`src/mgdm_defs.vh`:
```
// Purpose: shared constants for the multiply/ALU data-move decoder
// Assumes: 16-bit instruction words, 16-bit RAM words and pointers
// Notes: definitions only, no logic
`ifndef MGDM_DEFS_VH
`define MGDM_DEFS_VH

// Opcode values, bits 15..11
`define MGDM_OPC_LOAD 5'h17
`define MGDM_OPC_STORE 5'h14
`define MGDM_OPC_SWAP 5'h15

// Field positions
`define MGDM_OPC_HI 15
`define MGDM_OPC_LO 11
`define MGDM_ACC_BIT 10
`define MGDM_SRC_BIT 9
`define MGDM_F1_HI 8
`define MGDM_F1_LO 5
`define MGDM_HALF_BIT 4
`define MGDM_PSEL_HI 3
`define MGDM_PSEL_LO 2
`define MGDM_PMOD_HI 1
`define MGDM_PMOD_LO 0

// Pointer modification codes
`define MGDM_PM_NONE 2'h0
`define MGDM_PM_INC 2'h1
`define MGDM_PM_DEC 2'h2
`define MGDM_PM_STR 2'h3

// Function codes that neither write nor flag
`define MGDM_F1_PONLY 4'h2
`define MGDM_F1_NOP 4'h6
// Test-only codes: flags but no write
`define MGDM_F1_ANDT 4'hA
`define MGDM_F1_SUBT 4'hB

// Reset values
`define MGDM_ACC_RST 36'h0
`define MGDM_WORD_RST 16'h0
`define MGDM_PROD_RST 32'h0
`define MGDM_FLAG_RST 4'h0

// Flag bit positions
`define MGDM_FL_NEG 3
`define MGDM_FL_ZERO 2
`define MGDM_FL_OV36 1
`define MGDM_FL_OV32 0

`endif

```
`src/mgdm_core.v`:
```
// Purpose: decode and execute three multiply/ALU data-move instructions
// Assumes: RAM read data is valid in the same cycle as address and read
//   strobe; RAM writes on the edge closing a cycle with write strobe high
// Notes: x word and strides come from core logic on the same clock
//
// Behaviour
// - Decode sixteen function codes, product/ALU/logical
// - Source bit: 0 picks a0, 1 picks a1
// - Load target 0 is a1; destination opposite
// - All flags follow the computed arithmetic value
// - Sign-extend multiplicand to 36 bits first
// - Function, then RAM transfer, then pointer update
// - Load reads RAM into target accumulator or low
// - Pointer code top bits choose the pointer
// - Half bit 0 low half, 1 whole
// - Post-modify none, +1, -1 or +first stride
// - Load takes one cycle; fixed field layout
// - Store writes multiplicand to RAM, two cycles
// - Swap: save, load, modify, write saved, modify
// - Compound code top bits choose the pointer
// - Paired steps: 0/+1, +1/0, -1/+2, strides
// - Swap is one word, two cycles
`timescale 1ns/10ps
`include "mgdm_defs.vh"

module mgdm_core (
  // Clock and reset
  input wire clk,
  input wire nrst,
  // Instruction handshake
  input wire instr_valid,
  input wire [15:0] instr_word,
  output reg instr_ready,
  output reg instr_done,
  output reg bad_opcode,
  // Operands from the core
  input wire [15:0] x_word,
  input wire [15:0] first_stride,
  input wire [15:0] second_stride,
  // Internal data RAM
  input wire [15:0] ram_rdata,
  output reg [15:0] ram_addr,
  output reg [15:0] ram_wdata,
  output reg ram_rd_en,
  output reg ram_wr_en,
  // Architectural state
  output reg [35:0] acc0,
  output reg [35:0] acc1,
  output reg [31:0] prod,
  output reg [31:0] mcand_b,
  output reg [3:0] flags,
  output wire [63:0] ptr_all
);

  // One-hot sequencer states
  localparam [2:0] ST_IDLE = 3'h1;
  localparam [2:0] ST_STORE = 3'h2;
  localparam [2:0] ST_SWAP = 3'h4;

  reg [2:0] state_r; // Sequencer state
  reg ld_pend_r; // Load data arrives this cycle
  reg ld_idx_r; // Accumulator the load fills
  reg ld_half_r; // Load whole word when set
  reg [15:0] temp_r; // Saved multiplicand word for swap
  reg sw_half_r; // Swap whole word when set
  reg [1:0] sw_sel_r; // Swap pointer index
  reg [1:0] sw_mod_r; // Swap modification pair

  // Instruction fields
  wire [4:0] opc = instr_word[`MGDM_OPC_HI:`MGDM_OPC_LO];
  wire acc_bit = instr_word[`MGDM_ACC_BIT];
  wire src_bit = instr_word[`MGDM_SRC_BIT];
  wire [3:0] f1 = instr_word[`MGDM_F1_HI:`MGDM_F1_LO];
  wire half_bit = instr_word[`MGDM_HALF_BIT];
  wire [1:0] psel = instr_word[`MGDM_PSEL_HI:`MGDM_PSEL_LO];
  wire [1:0] pmod = instr_word[`MGDM_PMOD_HI:`MGDM_PMOD_LO];

  wire is_load = (opc == `MGDM_OPC_LOAD);
  wire is_store = (opc == `MGDM_OPC_STORE);
  wire is_swap = (opc == `MGDM_OPC_SWAP);
  wire known = is_load | is_store | is_swap;

  // Accept only when idle; ready is low otherwise
  wire take = instr_valid & instr_ready & state_r[0];
  wire go = take & known;

  // Pointer amount for a single or first step
  function [15:0] amt_first;
    input [1:0] code;
    input [15:0] stride;
    begin
      case (code)
        `MGDM_PM_NONE: amt_first = 16'h0000;
        `MGDM_PM_INC: amt_first = 16'h0001;
        `MGDM_PM_DEC: amt_first = 16'hFFFF;
        default: amt_first = stride;
      endcase
    end
  endfunction

  // Pointer amount for the swap's second step
  function [15:0] amt_second;
    input [1:0] code;
    input [15:0] stride;
    begin
      case (code)
        `MGDM_PM_NONE: amt_second = 16'h0001;
        `MGDM_PM_INC: amt_second = 16'h0000;
        `MGDM_PM_DEC: amt_second = 16'h0002;
        default: amt_second = stride;
      endcase
    end
  endfunction

  // Pointer write port, one per cycle at most
  reg ptr_we;
  reg [1:0] ptr_sel;
  reg [15:0] ptr_amt;
  wire [15:0] ptr_cur = ptr_all[{ptr_sel, 4'h0} +: 16];
  // Adds wrap naturally at 16 bits
  wire [15:0] ptr_new = ptr_cur + ptr_amt;

  // Select which pointer moves and by how much
  always @* begin
    ptr_we = 1'b0;
    ptr_sel = psel;
    ptr_amt = 16'h0000;
    if (state_r[2]) begin
      // Second step lands as the saved word's write is set up, one edge before RAM takes it
      ptr_we = 1'b1;
      ptr_sel = sw_sel_r;
      ptr_amt = amt_second(sw_mod_r, second_stride);
    end else if (go) begin
      ptr_we = 1'b1;
      ptr_amt = is_swap ? amt_first(pmod, first_stride)
                        : amt_first(pmod, first_stride);
    end
  end

  // Four pointer registers, updated after their access
  genvar g;
  generate
    for (g = 0; g < 4; g = g + 1) begin : g_ptr
      reg [15:0] val_r;
      always @(posedge clk or negedge nrst) begin
        if (!nrst) begin
          val_r <= `MGDM_WORD_RST;
        end else if (ptr_we && ptr_sel == g) begin
          val_r <= ptr_new;
        end
      end
      assign ptr_all[16*g +: 16] = val_r;
    end
  endgenerate

  // Accumulators with a landing load merged in, so a
  // following function sees the loaded value
  wire [35:0] ld_word = ld_half_r
    ? {{4{ram_rdata[15]}}, ram_rdata, 16'h0000}
    : {(ld_idx_r ? acc1[35:16] : acc0[35:16]), ram_rdata};
  wire [35:0] a0_cur = (ld_pend_r && !ld_idx_r) ? ld_word : acc0;
  wire [35:0] a1_cur = (ld_pend_r && ld_idx_r) ? ld_word : acc1;

  // Operands; 36-bit sign extension of product and multiplicand
  wire [35:0] src = src_bit ? a1_cur : a0_cur;
  wire [35:0] y_ext = {{4{mcand_b[31]}}, mcand_b};
  wire [35:0] p_ext = {{4{prod[31]}}, prod};
  wire [35:0] opb = f1[3] ? y_ext : p_ext;
  wire signed [31:0] mul = $signed(x_word) * $signed(mcand_b[31:16]);

  // Add and subtract at 37 bits to see overflow
  wire [36:0] sum = {src[35], src} + {opb[35], opb};
  wire [36:0] dif = {src[35], src} - {opb[35], opb};

  reg [36:0] res; // Function result, top bit is spare sign
  reg res_wr; // Result goes to destination
  reg res_fl; // Result updates the flags

  // Function decode
  always @* begin
    res = 37'h0;
    res_wr = 1'b1;
    res_fl = 1'b1;
    if (!f1[3]) begin
      // Product group; bit 2 clear also forms a new product
      case (f1[1:0])
        2'h0: res = {opb[35], opb};
        2'h1: res = sum;
        2'h2: begin
          // Product only, or no-op: nothing computed
          res_wr = 1'b0;
          res_fl = 1'b0;
        end
        default: res = dif;
      endcase
    end else begin
      case (f1[2:0])
        3'h0: res = {1'b0, src | opb};
        3'h1: res = {1'b0, src ^ opb};
        3'h2: begin
          res = {1'b0, src & opb};
          res_wr = 1'b0;
        end
        3'h3: begin
          res = dif;
          res_wr = 1'b0;
        end
        3'h4: res = {opb[35], opb};
        3'h5: res = sum;
        3'h6: res = {1'b0, src & opb};
        default: res = dif;
      endcase
    end
  end

  // Flags from the computed value
  wire ov36 = res[36] ^ res[35];
  wire ov32 = ~((res[35:31] == 5'h00) | (res[35:31] == 5'h1F));
  wire [3:0] fl_nxt = {res[35], (res[35:0] == 36'h0), ov36, ov32};

  // Destination is always the accumulator named by bit 10,
  // which for a load is the opposite of the load target
  wire wr0 = go & res_wr & !acc_bit;
  wire wr1 = go & res_wr & acc_bit;

  // Arithmetic state update
  always @(posedge clk or negedge nrst) begin
    if (!nrst) begin
      acc0 <= `MGDM_ACC_RST;
      acc1 <= `MGDM_ACC_RST;
      prod <= `MGDM_PROD_RST;
      flags <= `MGDM_FLAG_RST;
    end else begin
      // Load data and the next instruction's function result land together; if both
      // name one accumulator, the function result wins
      acc0 <= wr0 ? res[35:0] : a0_cur;
      acc1 <= wr1 ? res[35:0] : a1_cur;
      if (go && !f1[2] && !f1[3]) begin
        prod <= mul;
      end
      if (go && res_fl) begin
        flags <= fl_nxt;
      end
    end
  end

  // Multiplicand register: swap loads it from RAM
  always @(posedge clk or negedge nrst) begin
    if (!nrst) begin
      mcand_b <= {`MGDM_WORD_RST, `MGDM_WORD_RST};
    end else if (state_r[2]) begin
      if (sw_half_r) begin
        mcand_b <= {ram_rdata, 16'h0000};
      end else begin
        mcand_b <= {mcand_b[31:16], ram_rdata};
      end
    end
  end

  // Sequencer, RAM strobes and handshake
  always @(posedge clk or negedge nrst) begin
    if (!nrst) begin
      state_r <= ST_IDLE;
      instr_ready <= 1'b0;
      instr_done <= 1'b0;
      bad_opcode <= 1'b0;
      ram_addr <= `MGDM_WORD_RST;
      ram_wdata <= `MGDM_WORD_RST;
      ram_rd_en <= 1'b0;
      ram_wr_en <= 1'b0;
      ld_pend_r <= 1'b0;
      ld_idx_r <= 1'b0;
      ld_half_r <= 1'b0;
      temp_r <= `MGDM_WORD_RST;
      sw_half_r <= 1'b0;
      sw_sel_r <= 2'h0;
      sw_mod_r <= 2'h0;
    end else begin
      // Strobes default low; done follows a landing load, bad opcode an unknown take
      ram_rd_en <= 1'b0;
      ram_wr_en <= 1'b0;
      bad_opcode <= take & ~known;
      instr_done <= ld_pend_r;
      ld_pend_r <= 1'b0;
      case (state_r)
        ST_IDLE: begin
          instr_ready <= 1'b1;
          if (go) begin
            // Address uses the pointer before its update
            ram_addr <= ptr_cur;
            if (is_load) begin
              // Data lands next cycle; a new instruction may
              // be taken then, so a load costs one cycle
              ram_rd_en <= 1'b1;
              ld_pend_r <= 1'b1;
              ld_idx_r <= ~acc_bit;
              ld_half_r <= half_bit;
            end else if (is_store) begin
              ram_wr_en <= 1'b1;
              ram_wdata <= half_bit ? mcand_b[31:16]
                                    : mcand_b[15:0];
              instr_ready <= 1'b0;
              state_r <= ST_STORE;
            end else begin
              // Save the old word before RAM overwrites it
              temp_r <= half_bit ? mcand_b[31:16]
                                 : mcand_b[15:0];
              ram_rd_en <= 1'b1;
              sw_half_r <= half_bit;
              sw_sel_r <= psel;
              sw_mod_r <= pmod;
              instr_ready <= 1'b0;
              state_r <= ST_SWAP;
            end
          end
        end
        ST_STORE: begin
          // Second cycle of the store
          instr_ready <= 1'b1;
          instr_done <= 1'b1;
          state_r <= ST_IDLE;
        end
        ST_SWAP: begin
          // Pointer already holds the first step
          ram_addr <= ptr_cur;
          ram_wdata <= temp_r;
          ram_wr_en <= 1'b1;
          instr_ready <= 1'b1;
          instr_done <= 1'b1;
          state_r <= ST_IDLE;
        end
        default: begin
          // Unreachable codes fall back to idle
          instr_ready <= 1'b0;
          state_r <= ST_IDLE;
        end
      endcase
    end
  end

endmodule // mgdm_core

```
`config.mk`:
```
export PLATFORM = sky130hd
export DESIGN_NAME = mgdm_core
export DESIGN_NICKNAME = d
export VERILOG_FILES = /design/src/mgdm_core.v
export VERILOG_INCLUDE_DIRS = /design/src
export SDC_FILE = /design/constraint.sdc
export NUM_CORES = 2
export LEC_CHECK = 0
export ABC_AREA = 1
export BUFFER_PORTS_ARGS = -buffer_cell sky130_fd_sc_hd__buf_2
export CAP_MARGIN = 20
export CORE_ASPECT_RATIO = 0.7
export CORE_UTILIZATION = 52
export CTS_CLUSTER_SIZE = 40
export DETAILED_ROUTE_END_ITERATION = 8
export PLACE_DENSITY = 0.82
export SLEW_MARGIN = 20
export SYNTH_ARGS = -nofsm -noshare
export SYNTH_HDL_FRONTEND = slang
export SYNTH_SLANG_ARGS = --single-unit
export TNS_END_PERCENT = 1
```
`constraint.sdc`:
```
create_clock -name clk -period 8.1 [get_ports clk]
set_input_delay 1.215 -clock clk [delete_from_list [all_inputs] [get_ports clk]]
set_output_delay 1.215 -clock clk [all_outputs]
set_load 0.01 [all_outputs]
```
# [Word-level counts from Yosys, hierarchy flattened]
# Cells that the tools add are included.
[word_totals] register_bits=268 out_inout_bits=241 word_cells=152
[classes] add_sub_neg=3 mul=1 n_eq_ne=25 shifts=1 n_mux=48 bitwise=19 n_reduce_logical=30
[ops] operator="$mux 36" n=7
[ops] operator="$pmux 37 s5" n=1
[ops] operator="$mux 16" n=8
[ops] operator="$pmux 37 s3" n=1
[ops] operator="$pmux 16 s3" n=2
[ops] operator="$pmux 16 s2" n=2
[ops] operator="$shiftx 64x7->16" n=1
[ops] operator="$add 36x36->37" n=1
[ops] operator="$mux 37" n=1
[ops] operator="$sub 36x36->37" n=1
[ops] operator="$and 36x36->36" n=1
[ops] operator="$logic_not 36->1" n=1
[ops] operator="$or 36x36->36" n=1
[ops] operator="$xor 36x36->36" n=1
[ops] operator="$mul 16x16->32" n=1
[ops] operator="$eq 5x5->1 const B" n=4
[ops] operator="$mux 20" n=1
[ops] operator="$mux 1" n=18
[ops] operator="$add 16x16->16" n=1
[ops] operator="$eq 3x3->1 const B" n=4
[ops] operator="$mux 3" n=4
[ops] operator="$eq 2x2->1 const B" n=5
[ops] operator="$eq 3x2->1 const B" n=3
[ops] operator="$logic_and 1x1->1" n=9
[ops] operator="18 further kinds" n=48

# [Logic depth before layout (Yosys ltp)]
[depth] word_depth=10 ltp_mapped=32

# [Least setup slack after synthesis]
# OpenSTA, ideal clock, no wires.
[synth_timing] path_kind="input -> register" from="in x_word[15]" to="reg prod[30]" setup_ns=0.117 arrival_time_ns=6.657 required_time_ns=7.983 slack_ns=1.325 cell_stages=25 n_path_buf=1 path_cell_list="clkbuf_1 > nand2_1 > fa_1 > inv_1 > fa_1 > inv_1 > fa_1 > fa_1 > fa_1 > fa_1 > inv_1 > ha_1 > a21oi_1 > inv_1 > a31oi_1 > nor3_1 > a211oi_1 > o211ai_1 > nand2_1 > nand2_1 > nand2_1 > nand2_1 > or2_2 > nand3_1 > nand2_1"
[synth_via] elab_chain_cells=1
[synth_rtl] element="start: declaration" line_no="mgdm_core.v:37" source="input wire [15:0] x_word,"
[synth_rtl] element="$mul 16x16->32" line_no="mgdm_core.v:169" source="wire signed [31:0] mul = $signed(x_word) * $signed(mcand_b[31:16]);"
[synth_rtl] element="end signal: assignment" line_no="mgdm_core.v:231" source="prod <= `MGDM_PROD_RST;"
[synth_rtl] element="end signal: assignment" line_no="mgdm_core.v:239" source="prod <= mul;"
[synth_rtl] element="end: declaration" line_no="mgdm_core.v:49" source="output reg [31:0] prod,"
# No other way between the ends.
# A chain may end at the register's enable or synchronous reset.

# [Worst setup path after layout]
# Same ends and word-level chain as after synthesis.

==> results.sh <==
export IMPL_cp_slowest_cell="fa_1"
export IMPL_cts_buffer_depth=3
export IMPL_worstPathRequired_ns=8.60
export IMPL_ys_types=58
export IMPL_area_growth_pct=9.729
export IMPL_nets=5357
export IMPL_fin_skew_ns=0.03380
export IMPL_netlist_instances=4616
export IMPL_antenna_found_initial=7
export IMPL_dr_pass1_iters=6
export IMPL_stdcell_count=5636
export IMPL_cp_start_kind="input port"
export IMPL_synth_most_common_cell="nand2_1"
export IMPL_dieArea_mm2=0.06210
export IMPL_ys_ff_latch=268
export IMPL_tns_ns=0
export IMPL_drt_iter0_drc=4353
export IMPL_max_slew_worst_pin_slew_ns=1.250
export IMPL_start_util=0.5281
export IMPL_synth_xor_area_frac=0.01434
export IMPL_grt_use_total=0.3804
export IMPL_period_share=0.8441
export IMPL_synth_adder_area_share=0.2485
export IMPL_grt_pass1_wl_um=180800
export IMPL_core_area_mm2=0.06015
export IMPL_syn_nets=5171
export IMPL_grt_remaining_overflow=0
export IMPL_arrival_ns=7.34
export IMPL_synth_avg_cell_area_um2=6.882
export IMPL_ys_flop_type="dfrtp_1"
export IMPL_yosysTopAreaCell="dfrtp_1"
export IMPL_max_slew_margin=0.1600
export IMPL_setup_worst_path_end_class="register"
export IMPL_fp_row_count=75
export IMPL_period_minus_slack_ns=6.837
export IMPL_grt_max_degree=124
export IMPL_min_path_type="reg -> reg"
export IMPL_die_h_um=208.8
export IMPL_rsz0062_at_grt="no"
export IMPL_async_flop_share=1.000
export IMPL_slowest_delay_ns=0.79
export IMPL_yosys_top_cells_count="nand2_1 (1349), inv_1 (854), o21ai_0 (381), dfrtp_1 (267), fa_1 (265)"
export IMPL_place_gp_congestion=1.083
export IMPL_reg2reg_setup_slack_ns=1.42
export IMPL_fmax_mhz=146.3
export IMPL_num_vias=32357
export IMPL_htreeDepth=1
export IMPL_avgRoutedWirePerCell_um=21.08
export IMPL_yosysTopAreaCellShare=0.2103
export IMPL_dp_cells=5580
export IMPL_cts_resized=0
export IMPL_pin_count=324
export IMPL_postCtsSetupRepairBufs=0
export IMPL_route_detailed_drc=0
export IMPL_post_synth_and_or_nand_nor_area_fraction=0.2487
export IMPL_cts_tree="built"
export IMPL_worstSetupStartpoint="x_word[15]"
export IMPL_die_x_um=297.4
export IMPL_path_clk_slew_ns=0.07
export IMPL_drv_cap=0
export IMPL_setup_violations_final=0
export IMPL_ys_top_cells_by_area="dfrtp_1 (21%), fa_1 (17%), nand2_1 (16%)"
export IMPL_crit_end="prod[30]$_DFFE_PN0P_"
export IMPL_routed_via_density=5.741
export IMPL_r2r_end="prod[30]$_DFFE_PN0P_"
export IMPL_numPortBuffers=323
export IMPL_synth_top_family_by_area="simple AND/OR/NAND/NOR gates"
export IMPL_synth_area_mm2=0.03177
export IMPL_worst_r2r_path_depth=25
export IMPL_place_hpwl_um=94920
export IMPL_synthMuxAreaShare=0.006578
export IMPL_timing_final_max_slew_violations=0
export IMPL_ys_seq_area_frac=0.2112
export IMPL_ant_nets=0
export IMPL_yosys_warnings=0
export IMPL_clk_latency_ns=0.62
export IMPL_final_hold_viol_count=0
export IMPL_synth_edff_count=0
export IMPL_numCtsBuffers=28
export IMPL_drive_gt1_frac=0.1109
export IMPL_status="completed"
export IMPL_routed_wl_um=118800
export IMPL_synth_compound_area_frac=0.1383
export IMPL_cts_sinks=268
export IMPL_cp_max_fo=16
export IMPL_path_class="in -> reg"
export IMPL_cts_hold_buf=0
export IMPL_rr_startpoint="mcand_b[20]$_DFFE_PN0P_"
export IMPL_n_fill_cell=5704
export IMPL_grt_pass1_vias=30134
export IMPL_cts_root_buffer="clkbuf_16"
final cells by class:
| cell class | instances | area, µm² | share of cell area |
|---|---|---|---|
| inverters | 892 | 3349 | 0.09609 |
| clock buffers | 39 | 772.0 | 0.02215 |
| flip-flops and latches | 268 | 6708 | 0.1924 |
| diodes | 4 | 10.01 | 0.0002872 |
| repair buffers | 361 | 1937 | 0.05557 |
| clock inverters | 13 | 160.2 | 0.004595 |
| well taps | 808 | 1011 | 0.02900 |
| multi-input cells | 3251 | 20910 | 0.5999 |
logic make-up after synthesis:
family | Yosys count
simple gates | 1929
flops | 268
compound gates | 778
mux | 20
xor+xnor | 52
fa+ha+maj | 472
buf+inv | 1097
worst min-delay path by stage:
stage                               to  cells after the start                    start
3_5_place_dp     temp_r[5]$_DFFE_PN0P_                      2    temp_r[5]$_DFFE_PN0P_
4_1_cts          temp_r[5]$_DFFE_PN0P_                      2    temp_r[5]$_DFFE_PN0P_
3_3_place_gp   sw_sel_r[1]$_DFFE_PN0P_                      2  sw_sel_r[1]$_DFFE_PN0P_
2_1_floorplan  sw_sel_r[1]$_DFFE_PN0P_                      2  sw_sel_r[1]$_DFFE_PN0P_
5_1_grt        sw_sel_r[1]$_DFFE_PN0P_                      2  sw_sel_r[1]$_DFFE_PN0P_
6_report         temp_r[8]$_DFFE_PN0P_                      2    temp_r[8]$_DFFE_PN0P_
flip-flops by register name (all words and copies together), names as in the netlist, 3 cells and up:
name / cells
mcand_b: 32
acc1: 36
temp_r: 16
prod: 32
g_ptr.val_r: 64
ram_wdata: 16
ram_addr: 16
acc0: 36
state_r: 3
flags: 4
routing by layer:
layer / part of all wire / vias to the layer above / GRT usage
met3: 0.15 / 264 / 0.1249
met4: 0.036 / 4 / 0.1150
li1: - / 14704 / -
met1: 0.41 / 15266 / 0.5392
met5: 0.00021 / - / 0
met2: 0.40 / 2119 / 0.5491
layout by cell type, fill, tap and decap left out, drive strengths merged, types with 8 or more instances in the layout:
cell type and instances:
nand2 1366, inv 889, o21ai 424, buf 361, nor2 270, dfrtp 267, fa 265, ha 207
nand3 203, a21oi 159, o22ai 51, clkbuf 39, a22oi 37, a31oi 31, xor2 28, or2 28
xnor2 24, a221oi 23, nor3 23, nand4 21, mux2i 13, clkinv 13, o211ai 10, o221ai 8
nand3b 8
worst max-delay path: cells and delay by family:
| family | cells | cell delay (ns) |
|---|---|---|
| compound gates | 4 | 0.80 |
| buf+inv | 5 | 0.74 |
| fa+ha+maj | 7 | 3.69 |
| simple gates | 9 | 0.93 |
stage by stage:
step / instance area, µm² / hold slack [ns] / setup slack [ns] / utilization
after detailed placement: 33900 / 0.4587 / 0.6985 / 0.5636
after floorplan: 31770 / 0.4416 / 1.325 / -
after global placement: 33880 / 0.4527 / 0.8078 / 0.5632
final: 34860 / 0.4729 / 1.263 / 0.5795
after CTS: 34830 / 0.4743 / 1.317 / 0.5791
after global routing: 34850 / 0.4982 / 0.8796 / 0.5794
Power is not shown: default switching activity piles up to over one toggle a cycle in this logic, so the estimate is an artifact.
